`config.mk`:
```
export PLATFORM = sky130hd
export DESIGN_NAME = hsc_strap_config_sampler
export DESIGN_NICKNAME = d
export VERILOG_FILES = /design/src/rtl/hsc_pkg.sv /design/src/rtl/hsc_strap_if.sv /design/src/rtl/hsc_strap_sampler.sv /design/src/rtl/hsc_strap_config_sampler.sv
export SDC_FILE = /design/constraint.sdc
export NUM_CORES = 1
export LEC_CHECK = 0
export BUFFER_PORTS_ARGS = -buffer_cell sky130_fd_sc_hd__buf_2
export CAP_MARGIN = 10
export CORE_MARGIN = 8
export CORE_UTILIZATION = 40
export CTS_CLUSTER_SIZE = 30
export DETAILED_ROUTE_END_ITERATION = 12
export PLACE_DENSITY_LB_ADDON = 0.25
export SLEW_MARGIN = 30
export SYNTH_ARGS = -nofsm -noshare
export SYNTH_HDL_FRONTEND = slang
export SYNTH_HIERARCHICAL = 1
export SYNTH_SLANG_ARGS = --single-unit
```
`constraint.sdc`:
```
create_clock -name ref_clk -period 1.6 [get_ports ref_clk]
set_input_delay 0 -clock ref_clk [delete_from_list [all_inputs] [get_ports ref_clk]]
set_output_delay 0 -clock ref_clk [all_outputs]
set_load 0.005 [all_outputs]
```
`src/rtl/hsc_pkg.sv`:
```
package hsc_pkg;
  // clock and shared serial clock timing
  localparam int          CLK_PERIOD_NS = 20;
  localparam int          SCL_HALF_NS   = 5000;
  localparam int          SCL_HALF_CYC  = (SCL_HALF_NS + CLK_PERIOD_NS - 1) / CLK_PERIOD_NS;

  // geometry
  localparam int          NUM_PORTS     = 4;
  localparam int          ADDR_W        = 8;

  // register byte addresses
  localparam logic [7:0]  CTRL_ADDR     = 8'h00;
  localparam logic [7:0]  RMBL_ADDR     = 8'h04;
  localparam logic [7:0]  USED_ADDR     = 8'h08;
  localparam logic [7:0]  STAT_ADDR     = 8'h0C;

  // control register fields
  localparam int          CTRL_LOADED_BIT = 0;
  localparam int          CTRL_LPDIS_BIT  = 1;

  // status register fields
  localparam int          STAT_RMBL_LSB   = 0;
  localparam int          STAT_USED_LSB   = 4;
  localparam int          STAT_CAPT_BIT   = 8;
  localparam int          STAT_SCL_BIT    = 9;
  localparam int          STAT_SDA_BIT    = 10;
  localparam int          STAT_MODE_BIT   = 11;
  localparam int          STAT_INIT_BIT   = 12;
  localparam int          STAT_ACPT_BIT   = 13;

  // reset values
  localparam logic [1:0]  CTRL_RST        = 2'h0;
  localparam logic [3:0]  OVR_RST         = 4'h0;
  localparam logic [2:0]  RMBL_LOW_STRAP  = 3'h0;
endpackage

```
`src/rtl/hsc_strap_if.sv`:
```
`timescale 1ns/1ps
interface hsc_strap_if;
  logic       captured;
  logic       rmbl3;
  logic [3:0] used;
  logic       scl_strap;
  logic       sda_strap;

  modport sampler (output captured, output rmbl3, output used, output scl_strap, output sda_strap);
  modport core    (input  captured, input  rmbl3, input  used, input  scl_strap, input  sda_strap);
endinterface

```
`src/rtl/hsc_strap_sampler.sv`:
```
`timescale 1ns/1ps
module hsc_strap_sampler (
  input  wire logic   ref_clk,
  input  wire logic   srst,
  input  wire logic   port3_amber_removable_strap,
  input  wire logic   port0_green_used_strap,
  input  wire logic   port1_green_used_strap,
  input  wire logic   port2_green_used_strap,
  input  wire logic   port3_green_used_strap,
  input  wire logic   shared_serial_clock_pin,
  input  wire logic   shared_serial_data_pin,
  hsc_strap_if.sampler sif
);
  import hsc_pkg::*;

  logic       captured_q;
  logic       rmbl3_q;
  logic [3:0] used_q;
  logic       scl_q;
  logic       sda_q;
  wire        capture_now = !captured_q;

  // first cycle after reset release catches the port and serial pin straps, then holds
  always_ff @(posedge ref_clk) begin
    if (srst) begin
      captured_q <= 1'b0;
      rmbl3_q    <= 1'b0;
      used_q     <= 4'h0;
      scl_q      <= 1'b0;
      sda_q      <= 1'b0;
    end else if (capture_now) begin
      captured_q <= 1'b1;
      rmbl3_q    <= port3_amber_removable_strap;
      used_q     <= {port3_green_used_strap, port2_green_used_strap,
                     port1_green_used_strap, port0_green_used_strap};
      scl_q      <= shared_serial_clock_pin;
      sda_q      <= shared_serial_data_pin;
    end
  end

  // the held values are what the rest of the block sees
  assign sif.captured  = captured_q;
  assign sif.rmbl3     = rmbl3_q;
  assign sif.used      = used_q;
  assign sif.scl_strap = scl_q;
  assign sif.sda_strap = sda_q;
endmodule

```
`src/rtl/hsc_strap_config_sampler.sv`:
```
// Implementation choices: the register addresses and register access over APB.
`timescale 1ns/1ps
module hsc_strap_config_sampler #(
  parameter int SCL_HALF = hsc_pkg::SCL_HALF_CYC,
  parameter logic [2:0] RMBL_LOW = hsc_pkg::RMBL_LOW_STRAP
) (
  input  wire logic                      ref_clk,
  input  wire logic                      srst,
  // apb slave
  input  wire logic                      psel,
  input  wire logic                      penable,
  input  wire logic                      pwrite,
  input  wire logic [hsc_pkg::ADDR_W-1:0] paddr,
  input  wire logic [31:0]               pwdata,
  output logic      [31:0]               prdata,
  output logic                           pready,
  output logic                           pslverr,
  // strap pins
  input  wire logic                      port3_amber_removable_strap,
  input  wire logic                      port0_green_used_strap,
  input  wire logic                      port1_green_used_strap,
  input  wire logic                      port2_green_used_strap,
  input  wire logic                      port3_green_used_strap,
  input  wire logic                      host_interface_mode_select,
  // shared serial clock pin, open drain
  input  wire logic                      shared_serial_clock_pin,
  output logic                           scl_out,
  output logic                           scl_oe,
  input  wire logic                      shared_serial_data_pin,
  // results
  output logic                           smbus_clk_level,
  output logic      [3:0]                port_removable,
  output logic      [3:0]                port_used,
  output logic                           u1u2_initiate_en,
  output logic                           u1u2_accept_en
);
  import hsc_pkg::*;

  localparam int CNT_W = $clog2(SCL_HALF + 1);

  hsc_strap_if sif ();

  hsc_strap_sampler u_sampler (
    .ref_clk                     (ref_clk),
    .srst                        (srst),
    .port3_amber_removable_strap (port3_amber_removable_strap),
    .port0_green_used_strap      (port0_green_used_strap),
    .port1_green_used_strap      (port1_green_used_strap),
    .port2_green_used_strap      (port2_green_used_strap),
    .port3_green_used_strap      (port3_green_used_strap),
    .shared_serial_clock_pin     (shared_serial_clock_pin),
    .shared_serial_data_pin      (shared_serial_data_pin),
    .sif                         (sif.sampler)
  );

  // register state
  logic [1:0]       ctrl_q;
  logic [3:0]       rmbl_ovr_q;
  logic             rmbl_set_q;
  logic [3:0]       used_ovr_q;
  logic             used_set_q;
  logic [31:0]      prdata_q;
  logic [3:0]       removable_q;
  logic [3:0]       used_q;
  logic             init_q;
  logic             acpt_q;
  logic [CNT_W-1:0] scl_cnt_q;
  logic             scl_level_q;
  logic             smb_clk_q;

  // apb decode
  wire setup_ph  = psel && !penable;
  wire access_ph = psel && penable;
  wire hit_ctrl  = (paddr == CTRL_ADDR);
  wire hit_rmbl  = (paddr == RMBL_ADDR);
  wire hit_used  = (paddr == USED_ADDR);
  wire hit_stat  = (paddr == STAT_ADDR);
  wire mapped    = hit_ctrl || hit_rmbl || hit_used || hit_stat;
  wire wr_ok     = access_ph && pwrite && mapped;
  wire wr_ctrl   = wr_ok && hit_ctrl;
  wire wr_rmbl   = wr_ok && hit_rmbl;
  wire wr_used   = wr_ok && hit_used;

  // configuration contents loaded stand in for straps
  wire cfg_loaded = ctrl_q[CTRL_LOADED_BIT];
  wire lp_disable = ctrl_q[CTRL_LPDIS_BIT];

  // effective port options
  wire [3:0] rmbl_strap = {sif.rmbl3, RMBL_LOW};
  wire [3:0] rmbl_eff   = (cfg_loaded || rmbl_set_q) ? rmbl_ovr_q : rmbl_strap;
  wire [3:0] used_eff   = (cfg_loaded || used_set_q) ? used_ovr_q : sif.used;

  // low-power policy, loaded bit first, then data strap, then clock strap
  wire init_eff = cfg_loaded    ? !lp_disable :
                  sif.sda_strap ? 1'b0 :
                  !sif.scl_strap;
  wire acpt_eff = cfg_loaded    ? !lp_disable :
                  !sif.sda_strap;

  // status word
  logic [31:0] stat_word;
  always_comb begin
    stat_word                                 = 32'h0000_0000;
    stat_word[STAT_RMBL_LSB +: NUM_PORTS]     = rmbl_strap;
    stat_word[STAT_USED_LSB +: NUM_PORTS]     = sif.used;
    stat_word[STAT_CAPT_BIT]                  = sif.captured;
    stat_word[STAT_SCL_BIT]                   = sif.scl_strap;
    stat_word[STAT_SDA_BIT]                   = sif.sda_strap;
    stat_word[STAT_MODE_BIT]                  = host_interface_mode_select;
    stat_word[STAT_INIT_BIT]                  = init_q;
    stat_word[STAT_ACPT_BIT]                  = acpt_q;
  end

  // read mux
  wire [31:0] rd_word = hit_ctrl ? {30'h0, ctrl_q} :
                        hit_rmbl ? {28'h0, rmbl_ovr_q} :
                        hit_used ? {28'h0, used_ovr_q} :
                        hit_stat ? stat_word : 32'h0000_0000;

  // apb answers in the access phase with no wait states
  assign pready  = 1'b1;
  assign pslverr = access_ph && !mapped;
  assign prdata  = prdata_q;

  // read data captured during the setup cycle
  always_ff @(posedge ref_clk) begin
    if (srst) begin
      prdata_q <= 32'h0000_0000;
    end else if (setup_ph) begin
      prdata_q <= pwrite ? 32'h0000_0000 : rd_word;
    end
  end

  // software-written configuration, standing in for eeprom or host writes
  always_ff @(posedge ref_clk) begin
    if (srst) begin
      ctrl_q     <= CTRL_RST;
      rmbl_ovr_q <= OVR_RST;
      rmbl_set_q <= 1'b0;
      used_ovr_q <= OVR_RST;
      used_set_q <= 1'b0;
    end else begin
      if (wr_ctrl) begin
        ctrl_q <= pwdata[1:0];
      end
      if (wr_rmbl) begin
        rmbl_ovr_q <= pwdata[3:0];
        rmbl_set_q <= 1'b1;
      end
      if (wr_used) begin
        used_ovr_q <= pwdata[3:0];
        used_set_q <= 1'b1;
      end
    end
  end

  // registered results; nothing is driven before straps are held
  always_ff @(posedge ref_clk) begin
    if (srst) begin
      removable_q <= 4'h0;
      used_q      <= 4'h0;
      init_q      <= 1'b0;
      acpt_q      <= 1'b0;
    end else if (sif.captured) begin
      removable_q <= rmbl_eff;
      used_q      <= used_eff;
      init_q      <= init_eff;
      acpt_q      <= acpt_eff;
    end
  end

  assign port_removable   = removable_q;
  assign port_used        = used_q;
  assign u1u2_initiate_en = init_q;
  assign u1u2_accept_en   = acpt_q;

  // eeprom clock divider, only once the clock strap is held
  wire scl_run  = host_interface_mode_select && sif.captured;
  wire scl_tick = scl_run && (scl_cnt_q == CNT_W'(SCL_HALF - 1));

  always_ff @(posedge ref_clk) begin
    if (srst || !scl_run) begin
      scl_cnt_q   <= '0;
      scl_level_q <= 1'b1;
    end else if (scl_tick) begin
      scl_cnt_q   <= '0;
      scl_level_q <= !scl_level_q;
    end else begin
      scl_cnt_q   <= scl_cnt_q + CNT_W'(1);
    end
  end

  // open drain: pull low only, host drives the pin in the other mode
  assign scl_out = 1'b0;
  assign scl_oe  = scl_run && !scl_level_q;

  // clock level seen from the external host
  always_ff @(posedge ref_clk) begin
    if (srst) begin
      smb_clk_q <= 1'b0;
    end else begin
      smb_clk_q <= host_interface_mode_select ? 1'b0 : shared_serial_clock_pin;
    end
  end

  assign smbus_clk_level = smb_clk_q;
endmodule

```
==> results of run 1 <==
[per-layer routing]
| layer | wire, um | share of wire |
|---|---|---|
| met5 | 0 | 0 |
| met4 | 82 | 0.015 |
| met3 | 390 | 0.073 |
| met2 | 2440 | 0.46 |
| met1 | 2430 | 0.45 |
[final cells by class]
| type | count | share of cell area |
|---|---|---|
| flip-flops and latches | 54 | 0.379 |
| clock buffers | 6 | 0.0254 |
| multi-input cells | 174 | 0.405 |
| clock inverters | 2 | 0.00482 |
| repair buffers | 68 | 0.144 |
| well taps | 75 | 0.0329 |
| inverters | 7 | 0.00921 |
[what timing repair did]
| action | in CTS | in global routing |
|---|---|---|
| endpoints found under the hold margin | 13 | 0 |
| gates resized for setup | 0 | 0 |
| hold buffers | 11 | 0 |
[flip-flops by register name, summed over array words and instances (netlist names), 2 cells and up]
| register | flops |
|---|---|
| ctrl_q | 2 |
| port_removable | 4 |
| port_used | 4 |
| rmbl_ovr_q | 4 |
| used_ovr_q | 4 |
| u_sampler/sif.used | 4 |
| scl_cnt_q | 8 |
| prdata | 14 |
[logic make-up (layout without fill, tap and decap cells)]
| kind of cell | count (synthesis) | after routing | synth area share |
|---|---|---|---|
| AO/OA/AOI/OAI | 46 | 46 | 0.138 |
| XOR/XNOR | 3 | 3 | 0.0109 |
| adder cells (fa/ha/maj) | 2 | 2 | 0.0104 |
| buffers and inverters | 40 | 83 | 0.100 |
| flip-flops | 54 | 54 | 0.449 |
| multiplexers | 21 | 21 | 0.0877 |
| other | 2 | 20 | 0.00312 |
| AND/OR/NAND/NOR | 82 | 82 | 0.201 |
[metrics by stage]
stage                     setup WS (ps)  utilization  hold slack [ps]  std cells  instance area (sq um)
after floorplan                     274            -             74.3        268                   2480
final                               288        0.485             27.3        386                   2850
after detailed placement            175        0.451              223        367                   2660
after global placement              188        0.451              219        367                   2660
after CTS                           290        0.485             25.1        386                   2850
after global routing                174        0.485             20.7        386                   2850
[worst max-delay path, stage by stage, from the launching register on]
cell and delay, ps:
dfxtp_1 390, ha_1 170, nand3b_1 140, o21ai_1 400, nor2_1 100
[cell usage in the layout (no fill, tap or decap), types with 6 or more instances in the layout]
cell and n:
mux2i_1 20, nand2_1 9, buf_4 6, conb_1 20, nand2b_1 18, dfxtp_1 54, inv_1 7, buf_2 51
a21oi_1 7, o21ai_0 8, a22o_1 12, dlygate4sd3_1 11, nor2_1 23
[worst min-delay path by stage]
stage / slack (ps) / cells after the start / to
4_1_cts: 30 / 3 / used_ovr_q[1]
5_1_grt: 20 / 3 / used_ovr_q[1]
3_5_place_dp: 220 / 2 / smbus_clk_level
3_3_place_gp: 220 / 2 / smbus_clk_level
2_1_floorplan: 70 / 2 / pslverr
6_report: 30 / 3 / ctrl_q[1]
[power groups by stage]
stage	clock, mW	combinational (mW)	sequential (mW)
floorplan	0	0.152	1.42
global placement	0	0.188	1.42
detailed placement	0	0.190	1.42
CTS	0.774	0.210	1.39
global route	0.827	0.233	1.39
finish	0.739	0.212	1.39
==> results.md, run 1 <==
## Cells and area
• ratio of cells with drive above 1 in the final layout: 0.238
• number of antenna diodes: 0
• area growth from synthesis to final layout: 18.4%
• Filler Cell Count: 584
• Sequential Area: 0.00108 sq mm
• Final #Nets: 365
• area of the multi-input gates: 0.00115 sq mm

## Power
• maximum vdd drop: 0.000536 V
• LEAKAGE: 1.24 nW
• clock network fraction of design power: 0.316
• PwrDens: 820 mW/mm^2
• P_sw: 563 uW
• part of the power in combinational logic: 0.090
• Seq pwr share: 0.594
• PnR Total Power: 2.34 mW
• internal power: 1.78 mW
• switching part of the total power: 0.241

## Synth
• number of synthesized flops with an enable pin: 0
• Yosys reg bits: 54
• distinct cell type count after synthesis: 44
• Most used DFF post-synth: dfxtp_1
• post-synthesis sequential area ratio: 0.449
• leading post-synthesis cells by instance count: dfxtp_1 (54), nor2_1 (23), buf_4 (20), mux2i_1 (20), nand2b_1 (18)
• Syn Inst Count: 250
• FFs w/ async S/R, synth: 0
• post-synthesis instance area: 0.00241 sq mm
• biggest area consumer among synthesized cells: dfxtp_1
• average cell area after synthesis: 9.64 sq um
• synthesis warning total: 6
• most instantiated library cell after synthesis: dfxtp_1
• top post-synthesis cells by area: dfxtp_1 (45%), mux2i_1 (8.3%), buf_4 (6.2%), nand2b_1 (4.7%), a22o_1 (4.4%)
• area share of the leading cell type in the synthesized netlist: 0.449

## GRT
• vias in the first global route: 1,728
• met2 Resource Use GR: 0.184
• grt peak-use layer: met2
• met1 capacity usage during global routing: 0.146
• initial antenna violation count: 0
• met3 Track Usage GR: 0.0457
• largest net degree at the start of global routing: 39
• remaining global-route overflow: 0
• wire length of the first global-routing pass: 8.38 mm
• Total Routing Usage GR: 0.120

## Timing
• unrepaired setup endpoints after global routing: false
• final hold viol count: 0
• highest clock rate: 0.762 GHz
• final critical delay including setup and external delays: 1310 ps
• total negative slack: 0 ps
• pins over their slew limit: 0
• clock skew after layout: 9.12 ps
• final setup fails: 0
• final worst path period share: 0.820

## Floorplan
• starting density of the core: 0.409
• Die Area: 0.00876 sq mm
• boundary pin count: 100
• die span in x: 93.6 um
• Cell Rows: 28
• Core ar.: 0.00589 sq mm
• die height: 93.6 um

## Route
• Via density: 4.89
• number of vias after detailed routing: 1,886
• post-route DRC violation count: 0
• aggregate routed wire length: 5.34 mm
• starting DRC count in detailed routing: 60
• DR pass1 iterations: 4
• number of nets with antenna violations after detailed routing: 0
• post-DR wirelength/cell: 13.8 um

## Clock network
• TritonCTS Sinks: 54
• Max Buffers Root-to-Sink: 2
• TritonCTS clock tree: yes
• Clock transition at path regs: 90 ps
• number of CTS-inserted buffers: 5
• number of setup buffers added after CTS: 0
• Root Buffer: clkbuf_8
• H-tree depth: 2
• Worst-Skew Late Latency: 310 ps

## Placement
• quantity of I/O buffers inserted on ports: 51
• Final HPWL DP: 3.95 mm
• GPL Wtd Cong: 0.790

## Outcome
• result of the run: complete, no violations

## Job
• max-cap viol count: 0

## Setup path
• RR Startpoint: scl_cnt_q[0]
• first element of the critical path: scl_cnt_q[0]
• required arrival time at the worst endpoint: 1790 ps
• capture instance of the worst register-to-register path: scl_cnt_q[4]
• worst reg-to-reg setup slack: 290 ps
• Crit path arrival time: 1500 ps
• logic depth of the worst register-to-register path: 4
• Worst Setup Start Kind: flop
• maximum fanout encountered on the critical timing path: 6
• sort of element at the end of the critical path: flop
• crit path capture: scl_cnt_q[4]
• critical path class: reg -> reg

## Hold path
• startpoint of the worst hold path: pwdata[1]
• Hold Path Class: in -> reg

Note: power is estimated with default switching activity, not from simulation.
==> run 2: changes to the inputs <==
==> constraint.sdc (replaced) <==
create_clock -name ref_clk -period 1.1 [get_ports ref_clk]
set_input_delay 0 -clock ref_clk [delete_from_list [all_inputs] [get_ports ref_clk]]
set_output_delay 0 -clock ref_clk [all_outputs]
set_load 0.005 [all_outputs]
==> run 2 against run 1 <==
  * The flow now finishes with violations (negative setup slack)
  * Clock power grew 53%
  * Final cell count grew 4.7%
  * Cell area up 7.1%
  * Critical path depth is 1 higher
  * Global-route usage up 0.30 points
  * Setup slack lost 340 ps
==> results.md, run 2 (synthesis results as in run 1) <==
## Setup path
• required arrival time at the worst endpoint: 1300 ps
• first element of the critical path: scl_cnt_q[1]
• maximum fanout encountered on the critical timing path: 5
• crit path cell chain: inv_2 > ha_4 > nand3b_1 > a211o_1 > and3_1
• Worst Setup Start Kind: flop
• highest cell delay on the worst timing path: 340 ps
• RR Startpoint: scl_cnt_q[1]
• logic depth of the worst register-to-register path: 5
• slowest cell on the critical path: dfxtp_2
• Crit path arrival time: 1360 ps
• sort of element at the end of the critical path: flop
• critical path class: reg -> reg

## Floorplan
• die span in x: 93.6 um
• Core ar.: 0.00589 sq mm
• boundary pin count: 100
• starting density of the core: 0.409
• Cell Rows: 28
• die height: 93.6 um
• Die Area: 0.00876 sq mm

## Hold path
• Hold Path Cell Cnt: 3
• startpoint of the worst hold path: pwdata[0]
• Hold Path Class: in -> reg

## GRT
• largest net degree at the start of global routing: 23
• vias in the first global route: 1,860
• wire length of the first global-routing pass: 8.74 mm
• remaining global-route overflow: 0
• Total Routing Usage GR: 0.123
• initial antenna violation count: 0

## Power
• part of the power in combinational logic: 0.096
• internal power: 2.61 mW
• switching part of the total power: 0.249
• clock network fraction of design power: 0.324
• PnR Total Power: 3.48 mW
• Seq pwr share: 0.581
• P_sw: 867 uW
• LEAKAGE: 1.33 nW
• PwrDens: 1140 mW/mm^2
• maximum vdd drop: 0.000566 V

## Route
• Via density: 4.82
• starting DRC count in detailed routing: 68
• aggregate routed wire length: 5.51 mm
• number of nets with antenna violations after detailed routing: 0
• post-route DRC violation count: 0
• post-DR wirelength/cell: 13.6 um
• number of vias after detailed routing: 1,947
• DR pass1 iterations: 4

## Placement
• GPL Wtd Cong: 0.767
• cell total after placement: 385
• placed instance area: 0.00282 sq mm
• Final HPWL DP: 4.27 mm
• quantity of I/O buffers inserted on ports: 51

## Timing
• unrepaired setup endpoints after global routing: true
• final worst path period share: 1.05
• pins over their slew limit: 0
• final setup fails: 9
• final setup margin: -52.6 ps
• final hold viol count: 0
• final critical delay including setup and external delays: 1150 ps
• highest clock rate: 0.868 GHz
• clock skew after layout: 10.3 ps
• total negative slack: -190 ps

## Clock network
• Max Buffers Root-to-Sink: 2
• TritonCTS Sinks: 54
• Root Buffer: clkbuf_8
• TritonCTS clock tree: yes
• number of CTS-inserted buffers: 5
• Worst-Skew Late Latency: 310 ps
• Clock transition at path regs: 90 ps
• H-tree depth: 2

## Cells and area
• final design instance area without fill: 0.00306 sq mm
• number of antenna diodes: 0
• Filler Cell Count: 556
• leading cell types in the layout, fill and taps excluded: buf_2 (51), dfxtp_1 (50), buf_4 (24)
• Final #Nets: 383
• number of flip-flops under the largest register name: 14
• post-layout instance count excluding filler cells: 404
• area of the multi-input gates: 0.00121 sq mm
• core occupancy in the finished layout: 0.519
• ratio of cells with drive above 1 in the final layout: 0.328
• leading cell type in the layout, fill and taps excluded: buf_2
• area growth from synthesis to final layout: 26.8%
• Sequential Area: 0.00109 sq mm

## Outcome
• result of the run: complete, but fails checks
• violated checks: negative setup slack

## Job
• max-cap viol count: 0

run 2: cell types whose count changed in the layout (fill, tap and decap cells not counted), sizes merged:
cell	delta
clkinvlp	+1
buf	+19
clkbuf	-1
inv	+1
dlygate4sd3	-1
clkinv	-1
run 2: metrics by stage:
step                      setup slack, ps  hold WS [ps]
after detailed placement             -297           232
after global placement               -264           220
final                               -52.6          29.6
after global routing                 -110          36.2
after CTS                           -66.9          18.9
after floorplan                      -195          74.3
run 2: cell type report:
cell class / count / area share
repair buffers: 86 / 0.179
well taps: 75 / 0.0307
clock buffers: 5 / 0.0225
clock inverters: 3 / 0.00819
flip-flops and latches: 54 / 0.356
inverters: 7 / 0.00860
multi-input cells: 174 / 0.395
run 2: final timing paths:
kind | end | slack [ps]
max reg2reg | scl_cnt_q[7] | -50
min reg2reg | port_removable[2] | 470
min | ctrl_q[0] | 30
max | scl_cnt_q[7] | -50
run 2: critical path: cells and delay by family (launching register included):
kind            cells  cell delay (ps)
compound gates      1              280
fa+ha+maj           1              110
buf+inv             1               60
flops               1              340
simple gates        2              270
run 2: power by group through the flow:
stage	Combinational, mW	Sequential, mW	Clock [mW]
2_1_floorplan	0.224	2.06	0
3_3_place_gp	0.293	2.07	0
3_5_place_dp	0.297	2.07	0
4_1_cts	0.325	2.02	1.17
5_1_grt	0.369	2.03	1.26
6_report	0.334	2.02	1.13
run 2: metal layers:
metal  GRT usage  wire (um)
met2       0.205       2640
met3      0.0337        378
met1       0.150       2440
met4      0.0357         46
met5           0          0
run 2: repair_timing:
item                       in CTS  in global routing
pin swaps                       4                  2
setup endpoints to repair      10                 13
hold endpoints to repair       12                  0
hold buffers                   10                  0
buffers inserted                0                  1
gates resized for setup         4                  7
==> run 3: changes to the inputs <==
--- a/config.mk
+++ b/config.mk
@@ -11,7 +11,7 @@
 export CORE_UTILIZATION = 40
 export CTS_CLUSTER_SIZE = 30
 export DETAILED_ROUTE_END_ITERATION = 12
-export PLACE_DENSITY_LB_ADDON = 0.25
+export PLACE_DENSITY = 0.68
 export SLEW_MARGIN = 30
 export SYNTH_ARGS = -nofsm -noshare
 export SYNTH_HDL_FRONTEND = slang
==> run 3 against run 2 <==
  * The run still ends with negative setup slack left
  * Global-route usage increased by 0.56 points
  * Fmax decreased by 3.0%
  * Utilization decreased by 0.34 points
  * Final cell count decreased by 0.50%
  * Non-clock buffer count decreased by 2
  * Critical path depth decreased by 1
==> results.md, run 3 (synthesis results as in run 1) <==
## Timing
• highest clock rate: 0.841 GHz
• final critical delay including setup and external delays: 1190 ps
• final setup margin: -88.4 ps
• clock skew after layout: 8.22 ps
• pins over their slew limit: 0
• final hold slack: 34.8 ps
• final worst path period share: 1.08
• final setup fails: 4
• unrepaired setup endpoints after global routing: true
• final hold viol count: 0

## Job
• max-cap viol count: 0

## Placement
• Final HPWL DP: 4.17 mm
• pre-CTS setup slack: -283 ps
• GPL Wtd Cong: 0.740
• cell total after placement: 384
• quantity of I/O buffers inserted on ports: 51
• placed instance area: 0.00281 sq mm

## Clock network
• TritonCTS clock tree: yes
• Clock transition at path regs: 100 ps
• Root Buffer: clkbuf_8
• H-tree depth: 2
• TritonCTS Sinks: 54
• number of setup buffers added after CTS: 0
• Max Buffers Root-to-Sink: 2
• Worst-Skew Late Latency: 310 ps
• number of CTS-inserted buffers: 5

## Floorplan
• die height: 93.6 um
• Cell Rows: 28
• starting density of the core: 0.409
• Core ar.: 0.00589 sq mm
• boundary pin count: 100
• Die Area: 0.00876 sq mm
• die span in x: 93.6 um

## GRT
• vias in the first global route: 1,888
• initial antenna violation count: 0
• Total Routing Usage GR: 0.128
• largest net degree at the start of global routing: 39
• wire length of the first global-routing pass: 8.93 mm
• remaining global-route overflow: 0

## Route
• number of nets with antenna violations after detailed routing: 0
• Via density: 4.77
• post-route DRC violation count: 0
• post-DR wirelength/cell: 14.0 um
• length of routed met3 wiring: 434 um
• wire length on met1: 2.35 mm
• DR pass1 iterations: 4
• Top Metal Used: met4
• number of vias after detailed routing: 1,919
• met2 wire length: 2.80 mm
• starting DRC count in detailed routing: 59
• aggregate routed wire length: 5.62 mm

## Setup path
• required arrival time at the worst endpoint: 1320 ps
• logic depth of the worst register-to-register path: 4
• Worst Setup Start Kind: flop
• Crit path arrival time: 1410 ps
• maximum fanout encountered on the critical timing path: 4
• critical path class: reg -> reg
• sort of element at the end of the critical path: flop

## Power
• PwrDens: 1170 mW/mm^2
• switching part of the total power: 0.246
• maximum vdd drop: 0.000634 V
• clock network fraction of design power: 0.337
• internal power: 2.67 mW
• P_sw: 871 uW
• part of the power in combinational logic: 0.093
• Seq pwr share: 0.570
• LEAKAGE: 1.32 nW

## Cells and area
• final design instance area without fill: 0.00304 sq mm
• Filler Cell Count: 572
• leading cell type in the layout, fill and taps excluded: buf_2
• core occupancy in the finished layout: 0.516
• number of antenna diodes: 0
• post-layout instance count excluding filler cells: 402
• area growth from synthesis to final layout: 26.0%
• leading cell types in the layout, fill and taps excluded: buf_2 (51), dfxtp_1 (50), buf_4 (23)
• number of flip-flops under the largest register name: 14
• ratio of cells with drive above 1 in the final layout: 0.327
• Final #Nets: 381

## Hold path
• Hold Path Cell Cnt: 3
• Hold Path Class: in -> reg

## Outcome
• violated checks: negative setup slack
• result of the run: complete, but fails checks

run 3: changes by cell type in the layout (fill, tap and decap cells not counted), sizes merged:
| cell | before | now |
|---|---|---|
| buf | 76 | 74 |
| clkinv | 1 | 0 |
| clkbuf | 5 | 6 |
run 3: layout make-up:
| type | instances | area [sq um] | area share |
|---|---|---|---|
| clock buffer | 6 | 82.6 | 0.0272 |
| clock inverter | 2 | 16.3 | 0.00536 |
| inverter | 7 | 26.3 | 0.00866 |
| multi-input combinational | 174 | 1200 | 0.394 |
| sequential | 54 | 1090 | 0.359 |
| tap | 75 | 93.8 | 0.0309 |
| timing repair buffer | 84 | 528 | 0.174 |
run 3: layer usage:
layer	GRT usage	vias up
met5	0	-
met4	0.0436	0
met3	0.0457	4
met2	0.215	41
met1	0.148	891
li1	-	983
run 3: path summary, 6_finish.rpt:
check | startpoint | endpoint | slack [ps]
worst max-delay path | scl_cnt_q[0] | scl_cnt_q[6] | -90
worst min-delay path | pwdata[1] | rmbl_ovr_q[1] | 30
worst max register to register | scl_cnt_q[0] | scl_cnt_q[6] | -90
worst min register to register | scl_cnt_q[0] | scl_cnt_q[0] | 460
run 3: power groups by stage:
stage	logic [mW]	clock network (mW)	registers, mW
4_1_cts	0.326	1.24	2.02
3_5_place_dp	0.297	0	2.07
5_1_grt	0.363	1.32	2.02
3_3_place_gp	0.290	0	2.07
6_report	0.328	1.19	2.02
2_1_floorplan	0.224	0	2.06
run 3: worst max-delay path, cell delays in order, from the launching register on:
cell	delay, ps
dfxtp_4	370
ha_2	190
and3_4	190
o21bai_1	150
a211oi_1	200
run 3: per-stage QoR:
step	TNS (ps)	total power, mW
finish	-236	3.54
global route	-928	3.70
CTS	-370	3.59
detailed placement	-5120	2.36
global placement	-4570	2.36
floorplan	-2710	2.29
run 3: timing repair:
item                                   CTS  global route
pin swaps                                0             3
hold buffers                            10             0
endpoints found under the hold margin   13             0
setup endpoints to repair                8            12
resized for setup                        3             9
